**src/design/eem_pkg.sv**
```systemverilog
/*
  Constants shared by the emulator exception monitor: register offsets, field
  positions, reset values, attribute and access encodings, event positions and
  the profile tick table. Assumes a 25 MHz emulator clock.
*/
package eem_pkg;
  // Widths and sizes
  localparam int ADDR_W    = 20;
  localparam int DATA_W    = 32;
  localparam int WB_AW     = 12;
  localparam int NUM_BLK   = 16;
  localparam int NUM_TSTK  = 4;
  localparam int TASK_W    = 4;
  localparam int MAP_WORDS = 256;
  localparam int MAP_IDX_W = 8;
  localparam int PTIME_W   = 40;
  localparam int PASS_W    = 16;
  localparam int SECT_W    = 32;
  localparam int NUM_EV    = 8;
  localparam int DIV_W     = 6;

  // Register byte offsets
  localparam logic [WB_AW-1:0] REG_CTRL      = 12'h000;
  localparam logic [WB_AW-1:0] REG_STATUS    = 12'h004;
  localparam logic [WB_AW-1:0] REG_BRK_SEL   = 12'h008;
  localparam logic [WB_AW-1:0] REG_TRC_SEL   = 12'h00C;
  localparam logic [WB_AW-1:0] REG_PTIME_LO  = 12'h010;
  localparam logic [WB_AW-1:0] REG_PTIME_HI  = 12'h014;
  localparam logic [WB_AW-1:0] REG_PASS      = 12'h018;
  localparam logic [WB_AW-1:0] REG_SECT      = 12'h01C;
  localparam logic [WB_AW-1:0] REG_STK_LO    = 12'h020;
  localparam logic [WB_AW-1:0] REG_STK_HI    = 12'h024;
  localparam logic [WB_AW-1:0] REG_INIT_BASE = 12'h028;
  // Windows: block i at 0x100 + 0x10*i, task stack slot i at 0x200 + 0x10*i
  localparam logic [3:0]       WIN_BLK       = 4'h1;
  localparam logic [3:0]       WIN_TSTK      = 4'h2;
  localparam logic [1:0]       FLD_START     = 2'h0;
  localparam logic [1:0]       FLD_END       = 2'h1;
  localparam logic [1:0]       FLD_ATTR      = 2'h2;

  // CTRL fields
  localparam int CTRL_TICK_LSB = 0;
  localparam int CTRL_STK_EN   = 3;
  localparam int CTRL_CLR_MEAS = 4;
  localparam int CTRL_CLR_MAP  = 5;
  // Block attribute register: valid bit above the three-bit code
  localparam int BLK_VALID_BIT = 3;

  // Reset values
  localparam logic [2:0]        TICK_RST   = 3'h0;
  localparam logic [ADDR_W-1:0] STK_LO_RST = 20'h0_0000;
  localparam logic [ADDR_W-1:0] STK_HI_RST = 20'hF_FFFF;

  // Access attribute codes
  localparam logic [2:0] ATTR_RW  = 3'h0;
  localparam logic [2:0] ATTR_RO  = 3'h1;
  localparam logic [2:0] ATTR_WO  = 3'h2;
  localparam logic [2:0] ATTR_DIS = 3'h3;
  localparam logic [2:0] ATTR_DOS = 3'h4;

  // Target access kinds
  localparam logic [1:0] ACC_READ  = 2'h0;
  localparam logic [1:0] ACC_WRITE = 2'h1;
  localparam logic [1:0] ACC_FETCH = 2'h2;

  // Event bit positions
  localparam int EV_PROT  = 0;
  localparam int EV_UNINI = 1;
  localparam int EV_STACK = 2;
  localparam int EV_PERF  = 3;
  localparam int EV_PROF  = 4;
  localparam int EV_TRACE = 5;
  localparam int EV_TSTK  = 6;
  localparam int EV_DISP  = 7;

  // Profile tick table, in ns, and its cycle mapping at the clock period
  localparam int CLK_PERIOD_NS = 40;
  localparam int NUM_TICK      = 6;
  localparam int TICK_NS [NUM_TICK] = '{10, 20, 40, 80, 160, 1600};

  // Ticks added per counting cycle: intervals finer than a clock add several
  function automatic int tick_inc(input int ns);
    return (ns < CLK_PERIOD_NS) ? CLK_PERIOD_NS / ns : 1;
  endfunction

  // Clock cycles per counting step: coarser intervals count every Nth cycle
  function automatic int tick_div(input int ns);
    return (ns > CLK_PERIOD_NS) ? ns / CLK_PERIOD_NS : 1;
  endfunction
endpackage

```
**src/design/eem_monitor.sv**
```systemverilog
/*
  Emulator exception monitor: watches target bus accesses, stack pointer,
  task identity, trace store and profile activity; raises sticky event flags
  and single-cycle break/trace qualifiers. Registers sit on a classic Wishbone
  slave. All monitor inputs come from emulator logic on clk_i.
*/
// Behaviour
// RL1: Six selectable profile tick intervals, 10 ns-1.6 us
// RL2: Changing tick interval clears accumulated profile results
// RL3: Profile time is a 40-bit tick counter
// RL4: Pass counter is 16 bits, max 65535
// RL5: Profile time or pass overflow raises event
// RL6: Section timer overflow raises performance event
// RL7: Disallowed access type raises protection violation
// RL8: Reading never-written location raises uninitialised event; code tracks only the 256 words from init_base
// RL9: Stack pointer outside bounds raises stack event
// RL10: Trace store overflow raises trace event
// RL11: Write into another task's stack raises event
// RL12: Observed task switch raises dispatch event
// RL13: Five attributes settable per word, any area
// RL14: Disabled-except-OS faults any non-OS access
// RL15: After reset every address is read-write
// RL16: Sixteen protection blocks; unassigned areas unprotected
// RL17: Write RO, read WO, anything disabled faults
// RL18: Each event selectable for break or trace
// RL19: Sticky flags until cleared, plus one-cycle pulses
// RL20: Three-bit attribute code per block region
`timescale 1ns/100ps
module eem_monitor (
  input  wire logic                        clk_i,
  input  wire logic                        rst_i,
  // Wishbone classic slave
  input  wire logic                        wb_cyc_i,
  input  wire logic                        wb_stb_i,
  input  wire logic                        wb_we_i,
  input  wire logic [eem_pkg::WB_AW-1:0]   wb_adr_i,
  input  wire logic [3:0]                  wb_sel_i,
  input  wire logic [eem_pkg::DATA_W-1:0]  wb_dat_i,
  output logic      [eem_pkg::DATA_W-1:0]  wb_dat_o,
  output logic                             wb_ack_o,
  // Target bus monitor
  input  wire logic                        mon_valid_i,
  input  wire logic [1:0]                  mon_kind_i,
  input  wire logic [eem_pkg::ADDR_W-1:0]  mon_addr_i,
  input  wire logic                        mon_os_i,
  input  wire logic                        mon_sp_valid_i,
  input  wire logic [eem_pkg::ADDR_W-1:0]  mon_sp_i,
  input  wire logic                        mon_task_valid_i,
  input  wire logic [eem_pkg::TASK_W-1:0]  mon_task_i,
  input  wire logic                        trace_wr_i,
  input  wire logic                        trace_full_i,
  input  wire logic                        prof_run_i,
  input  wire logic                        prof_enter_i,
  input  wire logic                        perf_run_i,
  // Event outputs
  output logic      [eem_pkg::NUM_EV-1:0]  event_pulse_o,
  output logic      [eem_pkg::NUM_EV-1:0]  event_flags_o,
  output logic                             break_o,
  output logic                             trace_o
);
  typedef struct packed {
    logic                                          ack;
    logic [eem_pkg::DATA_W-1:0]                    rdat;
    logic [2:0]                                    tick_sel;
    logic                                          stk_en;
    logic [eem_pkg::NUM_EV-1:0]                    flags;
    logic [eem_pkg::NUM_EV-1:0]                    brk_sel;
    logic [eem_pkg::NUM_EV-1:0]                    trc_sel;
    logic [eem_pkg::NUM_EV-1:0]                    evp;
    logic                                          brk;
    logic                                          trc;
    logic [eem_pkg::PTIME_W-1:0]                   ptime;
    logic [eem_pkg::PASS_W-1:0]                    pass;
    logic [eem_pkg::SECT_W-1:0]                    sect;
    logic [eem_pkg::DIV_W-1:0]                     divcnt;
    logic [eem_pkg::ADDR_W-1:0]                    stk_lo;
    logic [eem_pkg::ADDR_W-1:0]                    stk_hi;
    logic [eem_pkg::ADDR_W-1:0]                    init_base;
    logic [eem_pkg::MAP_WORDS-1:0]                 written;
    logic [eem_pkg::NUM_BLK-1:0][eem_pkg::ADDR_W-1:0]  blk_start;
    logic [eem_pkg::NUM_BLK-1:0][eem_pkg::ADDR_W-1:0]  blk_end;
    logic [eem_pkg::NUM_BLK-1:0][2:0]                  blk_attr;
    logic [eem_pkg::NUM_BLK-1:0]                       blk_valid;
    logic [eem_pkg::NUM_TSTK-1:0][eem_pkg::ADDR_W-1:0] ts_start;
    logic [eem_pkg::NUM_TSTK-1:0][eem_pkg::ADDR_W-1:0] ts_end;
    logic [eem_pkg::NUM_TSTK-1:0][eem_pkg::TASK_W-1:0] ts_owner;
    logic [eem_pkg::NUM_TSTK-1:0]                      ts_valid;
    logic [eem_pkg::TASK_W-1:0]                    prev_task;
    logic                                          task_seen;
  } eem_state_t;

  eem_state_t s;
  eem_state_t next_s;

  // Byte-lane merge of a Wishbone write into an old word
  function automatic logic [31:0] eem_merge(input logic [31:0] o, input logic [31:0] d, input logic [3:0] sel);
    logic [31:0] r;
    r = o;
    for (int b = 0; b < 4; b++) begin
      if (sel[b]) begin
        r[8*b +: 8] = d[8*b +: 8];
      end
    end
    return r;
  endfunction

  // Cycles per counting step for a tick setting
  function automatic logic [eem_pkg::DIV_W-1:0] eem_div(input logic [2:0] sel);
    logic [eem_pkg::DIV_W-1:0] r;
    r = '0;
    for (int k = 0; k < eem_pkg::NUM_TICK; k++) begin
      if (sel == 3'(k)) begin
        r = eem_pkg::DIV_W'(eem_pkg::tick_div(eem_pkg::TICK_NS[k]));
      end
    end
    return r;
  endfunction

  // Ticks added per counting step for a tick setting
  function automatic logic [2:0] eem_inc(input logic [2:0] sel);
    logic [2:0] r;
    r = '0;
    for (int k = 0; k < eem_pkg::NUM_TICK; k++) begin
      if (sel == 3'(k)) begin
        r = 3'(eem_pkg::tick_inc(eem_pkg::TICK_NS[k]));
      end
    end
    return r;
  endfunction

  // Wishbone decode helpers
  logic        req;
  logic        bus_wr;
  logic [31:0] wold;
  logic [31:0] wval;
  logic [3:0]  widx;
  logic [1:0]  wfld;
  logic [3:0]  wwin;

  assign req    = wb_cyc_i & wb_stb_i;
  assign bus_wr = req & wb_ack_o & wb_we_i; // Write lands on the ack edge
  assign wwin   = wb_adr_i[11:8];
  assign widx   = wb_adr_i[7:4];
  assign wfld   = wb_adr_i[3:2];

  // Register read mux; also the old value used for byte-lane merges
  always_comb begin
    wold = '0;
    if (wwin == eem_pkg::WIN_BLK) begin
      unique case (wfld)
        eem_pkg::FLD_START: wold = 32'(s.blk_start[widx]);
        eem_pkg::FLD_END:   wold = 32'(s.blk_end[widx]);
        eem_pkg::FLD_ATTR:  wold = 32'({s.blk_valid[widx], s.blk_attr[widx]});
        default:            wold = '0;
      endcase
    end else if (wwin == eem_pkg::WIN_TSTK && widx < 4'(eem_pkg::NUM_TSTK)) begin
      unique case (wfld)
        eem_pkg::FLD_START: wold = 32'(s.ts_start[widx[1:0]]);
        eem_pkg::FLD_END:   wold = 32'(s.ts_end[widx[1:0]]);
        eem_pkg::FLD_ATTR:  wold = 32'({s.ts_valid[widx[1:0]], s.ts_owner[widx[1:0]]});
        default:            wold = '0;
      endcase
    end else begin
      unique case ({wb_adr_i[11:2], 2'b00})
        eem_pkg::REG_CTRL:      wold = 32'({s.stk_en, s.tick_sel});
        eem_pkg::REG_STATUS:    wold = 32'(s.flags);
        eem_pkg::REG_BRK_SEL:   wold = 32'(s.brk_sel);
        eem_pkg::REG_TRC_SEL:   wold = 32'(s.trc_sel);
        eem_pkg::REG_PTIME_LO:  wold = s.ptime[31:0];
        eem_pkg::REG_PTIME_HI:  wold = 32'(s.ptime[eem_pkg::PTIME_W-1:32]);
        eem_pkg::REG_PASS:      wold = 32'(s.pass);
        eem_pkg::REG_SECT:      wold = s.sect;
        eem_pkg::REG_STK_LO:    wold = 32'(s.stk_lo);
        eem_pkg::REG_STK_HI:    wold = 32'(s.stk_hi);
        eem_pkg::REG_INIT_BASE: wold = 32'(s.init_base);
        default:                wold = '0; // Unmapped reads return zero
      endcase
    end
    wval = eem_merge(wold, wb_dat_i, wb_sel_i);
  end

  // Attribute lookup: lowest-numbered valid block covering the address wins
  logic [2:0] attr;
  always_comb begin
    attr = eem_pkg::ATTR_RW; // Uncovered addresses stay read-write [RL15] [RL16]
    for (int i = eem_pkg::NUM_BLK-1; i >= 0; i--) begin
      if (s.blk_valid[i] && mon_addr_i >= s.blk_start[i] && mon_addr_i <= s.blk_end[i]) begin
        attr = s.blk_attr[i]; // Per-region code, any area of the space [RL13] [RL20]
      end
    end
  end

  // Task-stack ownership check, one comparator set per slot
  logic [eem_pkg::NUM_TSTK-1:0] ts_hit;
  genvar g;
  generate
    for (g = 0; g < eem_pkg::NUM_TSTK; g++) begin : g_tstk
      assign ts_hit[g] = s.ts_valid[g] && mon_addr_i >= s.ts_start[g] && mon_addr_i <= s.ts_end[g]
                         && s.ts_owner[g] != mon_task_i; // Foreign owner only [RL11]
    end
  endgenerate

  // Next-state logic
  logic [eem_pkg::NUM_EV-1:0]    ev;
  logic [eem_pkg::NUM_EV-1:0]    w1c;
  logic                          is_rd;
  logic                          is_wr;
  logic                          tick;
  logic                          clr_meas;
  logic                          clr_map;
  logic [eem_pkg::PTIME_W:0]     tsum;
  logic [eem_pkg::SECT_W:0]      ssum;
  logic [eem_pkg::ADDR_W-1:0]    moff;
  logic [2:0]                    inc;
  always_comb begin
    next_s   = s;
    ev       = '0;
    w1c      = '0;
    clr_meas = 1'b0;
    clr_map  = 1'b0;
    is_rd    = mon_valid_i && mon_kind_i == eem_pkg::ACC_READ;
    is_wr    = mon_valid_i && mon_kind_i == eem_pkg::ACC_WRITE;
    moff     = mon_addr_i - s.init_base;
    inc      = eem_inc(s.tick_sel);

    // Wishbone: ack one cycle after the request, dropped after one cycle
    next_s.ack = req & ~s.ack;
    if (req && !s.ack) begin
      next_s.rdat = wold;
    end

    // Register writes
    if (bus_wr) begin
      if (wwin == eem_pkg::WIN_BLK) begin
        unique case (wfld)
          eem_pkg::FLD_START: next_s.blk_start[widx] = wval[eem_pkg::ADDR_W-1:0];
          eem_pkg::FLD_END:   next_s.blk_end[widx]   = wval[eem_pkg::ADDR_W-1:0];
          eem_pkg::FLD_ATTR: begin
            next_s.blk_attr[widx]  = wval[2:0];
            next_s.blk_valid[widx] = wval[eem_pkg::BLK_VALID_BIT];
          end
          default: ;
        endcase
      end else if (wwin == eem_pkg::WIN_TSTK && widx < 4'(eem_pkg::NUM_TSTK)) begin
        unique case (wfld)
          eem_pkg::FLD_START: next_s.ts_start[widx[1:0]] = wval[eem_pkg::ADDR_W-1:0];
          eem_pkg::FLD_END:   next_s.ts_end[widx[1:0]]   = wval[eem_pkg::ADDR_W-1:0];
          eem_pkg::FLD_ATTR: begin
            next_s.ts_owner[widx[1:0]] = wval[eem_pkg::TASK_W-1:0];
            next_s.ts_valid[widx[1:0]] = wval[eem_pkg::TASK_W];
          end
          default: ;
        endcase
      end else begin
        unique case ({wb_adr_i[11:2], 2'b00})
          eem_pkg::REG_CTRL: begin
            // Unsupported tick codes are ignored, keeping the current setting
            if (wval[2:0] < 3'(eem_pkg::NUM_TICK) && wval[2:0] != s.tick_sel) begin
              next_s.tick_sel = wval[2:0]; // [RL1]
              clr_meas        = 1'b1;      // [RL2]
            end
            next_s.stk_en = wval[eem_pkg::CTRL_STK_EN];
            clr_meas = clr_meas | wval[eem_pkg::CTRL_CLR_MEAS];
            clr_map  = wval[eem_pkg::CTRL_CLR_MAP];
          end
          eem_pkg::REG_STATUS:    w1c              = wval[eem_pkg::NUM_EV-1:0];
          eem_pkg::REG_BRK_SEL:   next_s.brk_sel   = wval[eem_pkg::NUM_EV-1:0];
          eem_pkg::REG_TRC_SEL:   next_s.trc_sel   = wval[eem_pkg::NUM_EV-1:0];
          eem_pkg::REG_STK_LO:    next_s.stk_lo    = wval[eem_pkg::ADDR_W-1:0];
          eem_pkg::REG_STK_HI:    next_s.stk_hi    = wval[eem_pkg::ADDR_W-1:0];
          eem_pkg::REG_INIT_BASE: next_s.init_base = wval[eem_pkg::ADDR_W-1:0];
          default: ; // Counters are read-only; unmapped writes are dropped
        endcase
      end
    end

    // Access protection: fetch counts as a read for write-only words
    if (mon_valid_i) begin
      unique case (attr)
        eem_pkg::ATTR_RO:  ev[eem_pkg::EV_PROT] = is_wr;              // [RL7] [RL17]
        eem_pkg::ATTR_WO:  ev[eem_pkg::EV_PROT] = !is_wr;             // [RL7] [RL17]
        eem_pkg::ATTR_DIS: ev[eem_pkg::EV_PROT] = 1'b1;               // [RL17]
        eem_pkg::ATTR_DOS: ev[eem_pkg::EV_PROT] = !mon_os_i;          // [RL14]
        default:           ev[eem_pkg::EV_PROT] = 1'b0;
      endcase
    end

    // Written-location map over a 256-entry window; set wins over clear
    if (clr_map) begin
      next_s.written = '0;
    end
    if (moff < eem_pkg::ADDR_W'(eem_pkg::MAP_WORDS)) begin
      if (is_rd && !s.written[moff[eem_pkg::MAP_IDX_W-1:0]]) begin
        ev[eem_pkg::EV_UNINI] = 1'b1; // [RL8]
      end
      if (is_wr) begin
        next_s.written[moff[eem_pkg::MAP_IDX_W-1:0]] = 1'b1; // [RL8]
      end
    end

    // Stack bounds, task stacks, trace store and dispatch
    ev[eem_pkg::EV_STACK] = s.stk_en && mon_sp_valid_i && (mon_sp_i < s.stk_lo || mon_sp_i > s.stk_hi); // [RL9]
    ev[eem_pkg::EV_TSTK]  = is_wr && (|ts_hit); // [RL11]
    ev[eem_pkg::EV_TRACE] = trace_wr_i && trace_full_i; // Store attempted with no room [RL10]
    if (mon_task_valid_i) begin
      next_s.task_seen = 1'b1;
      next_s.prev_task = mon_task_i;
      ev[eem_pkg::EV_DISP] = s.task_seen && mon_task_i != s.prev_task; // [RL12]
    end

    // Tick divider: one counting step every eem_div cycles
    tick = (s.divcnt >= eem_div(s.tick_sel) - 6'h01);
    next_s.divcnt = tick ? '0 : s.divcnt + 6'h01;

    // Profile time: saturates at the top so the overflow stays visible
    tsum = {1'b0, s.ptime} + 41'(inc);
    if (prof_run_i && tick) begin
      if (tsum[eem_pkg::PTIME_W]) begin
        next_s.ptime = '1;
        ev[eem_pkg::EV_PROF] = 1'b1; // [RL5]
      end else begin
        next_s.ptime = tsum[eem_pkg::PTIME_W-1:0]; // 40-bit tick count [RL3]
      end
    end
    if (prof_enter_i) begin
      if (&s.pass) begin
        ev[eem_pkg::EV_PROF] = 1'b1; // Entry 65536 exceeds the counter [RL4] [RL5]
      end else begin
        next_s.pass = s.pass + 16'h0001; // [RL4]
      end
    end

    // Section timer for performance measurement
    ssum = {1'b0, s.sect} + 33'(inc);
    if (perf_run_i && tick) begin
      if (ssum[eem_pkg::SECT_W]) begin
        next_s.sect = '1;
        ev[eem_pkg::EV_PERF] = 1'b1; // [RL6]
      end else begin
        next_s.sect = ssum[eem_pkg::SECT_W-1:0];
      end
    end

    // Clearing measurements also restarts the divider phase
    if (clr_meas) begin
      next_s.ptime  = '0; // [RL2]
      next_s.pass   = '0; // [RL2]
      next_s.sect   = '0;
      next_s.divcnt = '0;
    end

    // Sticky flags: a new event beats a same-cycle clear
    next_s.flags = (s.flags & ~w1c) | ev; // [RL19]
    next_s.evp   = ev;                    // [RL19]
    next_s.brk   = |(ev & s.brk_sel);     // [RL18]
    next_s.trc   = |(ev & s.trc_sel);     // [RL18]
  end

  // State register; blocks start invalid so all memory is read-write
  always_ff @(posedge clk_i) begin
    if (rst_i) begin
      s           <= '0;
      s.tick_sel  <= eem_pkg::TICK_RST;
      s.stk_lo    <= eem_pkg::STK_LO_RST;
      s.stk_hi    <= eem_pkg::STK_HI_RST;
      s.blk_attr  <= '0; // Read-write code in every region [RL15]
    end else begin
      s <= next_s;
    end
  end

  // Outputs straight from state
  assign wb_dat_o      = s.rdat;
  assign wb_ack_o      = s.ack;
  assign event_pulse_o = s.evp;
  assign event_flags_o = s.flags;
  assign break_o       = s.brk;
  assign trace_o       = s.trc;
endmodule // eem_monitor

```
**config.mk**
```make
export PLATFORM = sky130hd
export DESIGN_NAME = eem_monitor
export DESIGN_NICKNAME = d
export VERILOG_FILES = /design/src/design/eem_pkg.sv /design/src/design/eem_monitor.sv
export SDC_FILE = /design/constraint.sdc
export NUM_CORES = 2
export LEC_CHECK = 0
export BUFFER_PORTS_ARGS = -buffer_cell sky130_fd_sc_hd__buf_2
export CORE_UTILIZATION = 30
export DETAILED_ROUTE_END_ITERATION = 16
export SLEW_MARGIN = 5
export SYNTH_ARGS = -nofsm -noshare
export SYNTH_HDL_FRONTEND = slang
export SYNTH_SLANG_ARGS = --single-unit
```
**constraint.sdc**
```tcl
create_clock -name clk_i -period 10.95 [get_ports clk_i]
set_clock_uncertainty 0.05 [all_clocks]
set_input_delay 1.6425 -clock clk_i [delete_from_list [all_inputs] [get_ports clk_i]]
set_output_delay 1.6425 -clock clk_i [all_outputs]
set_load 0.03 [all_outputs]
```
==> run_results.csv <==
group,metric,value,unit
cts,post_cts_resized,0,
yosys,synth_edf_count,0,
drt,viasPerCell,5.327,
die,coreArea,0.2736,sq mm
power_and_ir_drop,seqPwrFrac,42.9,%
yosys,syn-instance-count,9881,
yosys,ys_seq_area_share,33.22,%
cts,cts_setup_buffers,0,
cts,clock_latency,0.85,ns
die,pin_count,159,
placement,dp_hpwl,204.2,mm
yosys,synthFlopType,"dfxtp_1",
layout,design_area,0.09190,sq mm
power_and_ir_drop,leakagePower,31.76,nW
global_route,grt-busiest-layer,"met2",
timing,drv_slew,0,
critical_path,startpoint_type,"primary input",
timing,fin_ws,4.118,ns
placement,placed_cells,13070,
drt,drt_iter0_drc,7009,
die,die_area,0.2773,sq mm
timing,fmax,146.4,MHz
global_route,grt_use_total,19.89,%
placement,port_buffers,143,
layout,area_delta_synth_final,11.31,%
yosys,ys_ff_latch,1370,
layout,nets,10630,
critical_path,cp_data_arrival_time,7.50,ns
layout,layout.cells.non_filler,13370,
worst_hold_path,holdPathStages,2,
cts,clk_pin_slew,0.06,ns
layout,ff_latch_area,0.02743,sq mm
cts,clk_path_buf_depth,3,
yosys,syn_nets,10870,
power_and_ir_drop,powerDensity,126.9,mW/mm^2
cts,cts_buffers,161,
cts,htreeDepth,4,
global_route,antenna_found_initial,21,
yosys,ys_warn_count,0,
timing,rsz0062_at_grt,"no",
critical_path,cp_common_cell,"nor2_1",
timing,slew_headroom,19.83,%
global_route,grt_use_met3,3.226,%
global_route,grt_start_max_net_pins,203,
layout,n_fill_cell,28300,
global_route,grt_pass1_vias,65990,
critical_path,worstPathCellList,"buf_8 > buf_4 > nor2_1 > nand3_1 > nor2_1 > a22oi_1 > nand3_1 > nor3_1 > o21ai_1 > mux2_4 > xnor2_1 > a41oi_4 > buf_4 > or2_1 > nor2_1",
layout,multi_input_comb_area,0.04921,sq mm
cts,clock-sinks,1370,
drt,drc,0,
placement,gp_congestion,0.9391,
cts,cts_tree,"yes",
layout,final_util,33.59,%
global_route,met1_usage,27.94,%
die,start_util,30.17,%
global_route,grt_pass1_wl,423.4,mm
yosys,syn_area,0.08256,sq mm
timing,setup_violations,0,
yosys,avgSynthCellArea,8.356,sq um
critical_path,ff2ff_path_depth,12,
layout,drive_gt1_share,10.24,%
cts,cts_hold_buf,0,
drt,num_vias,71210,
placement,place_area,0.08644,sq mm
critical_path,max_stage_delay,0.81,ns
die,die_h,526.6,microns
power_and_ir_drop,switching_share,26.41,%
drt,first_pass_iters,9,
global_route,met2_usage,29.80,%
global_route,overflow,0,
timing,hold_viol,0,
die,die_w,526.6,microns
status,outcome,"finished clean",
cts,root_buffer,"clkbuf_16",
timing,post-route-period-util,62.40,%
power_and_ir_drop,p_comb_share,8.9,%
power_and_ir_drop,power.internal,8.585,mW
timing,tightest_slew,1.196,ns
drt,wl_per_cell,21.22,microns
placement,pre_cts_ws,3.388,ns
yosys,yosys.cell_types.count,84,
run,maxCapViolations,0,
worst_hold_path,hp-class,"reg2reg",
critical_path,cp-end-kind,"flip-flop",
yosys,ys_async_sr_fraction,0,%
drt,wirelength,283.6,mm
power_and_ir_drop,p_clk_share,48.2,%
critical_path,worstSetupPathType,"in2reg",
critical_path,cp.required,11.62,ns
drt,ant_nets,0,
timing,setup_tns,0,ns
critical_path,cp_max_fo,89,
timing,layout_min_cycle_time,6.832,ns
die,rows,192,
power_and_ir_drop,p_sw,3.081,mW
power_and_ir_drop,ir_drop,0.0001710,V
critical_path,cp_slowest_cell,"buf_4",
-- state kept, by name (all words and copies together) (netlist names) --
signal         count
event_pulse_o      8
wb_dat_o          32
s               1319
trace_o            1
break_o            1
wb_ack_o           1
event_flags_o      8
-- worst max-delay path, delay by kind of cell --
family | cells | cell delay (ns)
compound gates | 3 | 0.69
xor+xnor | 1 | 0.22
simple gates | 7 | 2.60
buf+inv | 3 | 1.43
mux | 1 | 0.70
-- cell type report --
class	instances	area share, %
clock buffer	235	5.058
clock inverter	55	0.8795
timing repair buffer	294	2.162
multi-input combinational	6935	53.54
tap	3589	4.886
sequential	1370	29.84
antenna	3	0.008169
inverter	886	3.619
-- metal layers --
metal | up-vias | wire length (microns)
li1 | 33970 | -
met1 | 34260 | 129100
met2 | 2503 | 120900
met3 | 457 | 20810
met4 | 16 | 12680
met5 | - | 110
-- through the flow --
step | power [mW] | hold slack, ns
floorplan | 5.748 | 0.3602
global placement | 6.123 | 0.3724
detailed placement | 6.136 | 0.3765
CTS | 11.73 | 0.3859
global route | 12.03 | 0.4062
finish | 11.67 | 0.3848
-- cells in the mapped netlist (all sizes together), types with 14 or more instances --
cell | instances | area share [%]
o2111ai | 14 | 0.15
nand4 | 130 | 0.99
o21a | 36 | 0.33
and4 | 33 | 0.35
nor3 | 118 | 0.72
inv | 886 | 4.0
and3 | 47 | 0.36
nor2b | 68 | 0.52
nand3 | 145 | 0.88
and2 | 26 | 0.20
o21ai | 274 | 1.7
a211oi | 273 | 2.5
mux2i | 121 | 1.5
a222oi | 14 | 0.17
a211o | 16 | 0.17
mux4 | 349 | 9.5
nor2 | 1188 | 5.4
a21oi | 1002 | 6.1
clkbuf | 478 | 2.2
nand2b | 60 | 0.45
a21o | 154 | 1.4
o211ai | 64 | 0.58
ha | 873 | 13
a22oi | 192 | 1.7
nor4 | 27 | 0.21
xor2 | 53 | 0.56
a2111oi | 21 | 0.25
o31ai | 18 | 0.16
xnor2 | 59 | 0.63
dfxtp | 1370 | 33
a221oi | 21 | 0.22
a31oi | 18 | 0.14
nand2 | 1356 | 6.2
buf | 212 | 1.5
-- path summary, 6_finish.rpt --
check | slack [ns] | start | endpoint
min reg2reg | 0.38 | s[1132] | s[1132]
max | 4.12 | wb_adr_i[5] | s[1209]
max reg2reg | 5.76 | s[1145] | trace_o
min | 0.38 | s[1132] | s[1132]
-- power groups by stage --
stage	clock network [mW]	logic [mW]	registers (mW)
global route	5.90	1.13	5.00
finish	5.63	1.04	5.00
floorplan	0	0.638	5.11
detailed placement	0	1.02	5.11
CTS	5.70	1.03	5.00
global placement	0	1.01	5.11
-- cell families after synthesis --
kind of cell | after synthesis | synth area share, %
buf+inv | 1576 | 7.741
simple gates | 3239 | 16.59
mux | 481 | 11.17
xor+xnor | 112 | 1.188
compound gates | 2227 | 16.80
fa+ha+maj | 876 | 13.30
flops | 1370 | 33.22
-- cells in the final DEF, fill, tap and decap left out, types with 162 or more instances in the layout --
cell | Yosys | routed
dfxtp_1 | 1370 | 1370
nand2_1 | 1356 | 1356
nor2_1 | 1188 | 1185
a21oi_1 | 989 | 986
inv_1 | 886 | 885
ha_1 | 873 | 872
mux4_2 | 349 | 349
a211oi_1 | 272 | 272
o21ai_0 | 269 | 269
a22oi_1 | 192 | 192
clkbuf_16 | 0 | 162
(Power assumes the default switching activity.)
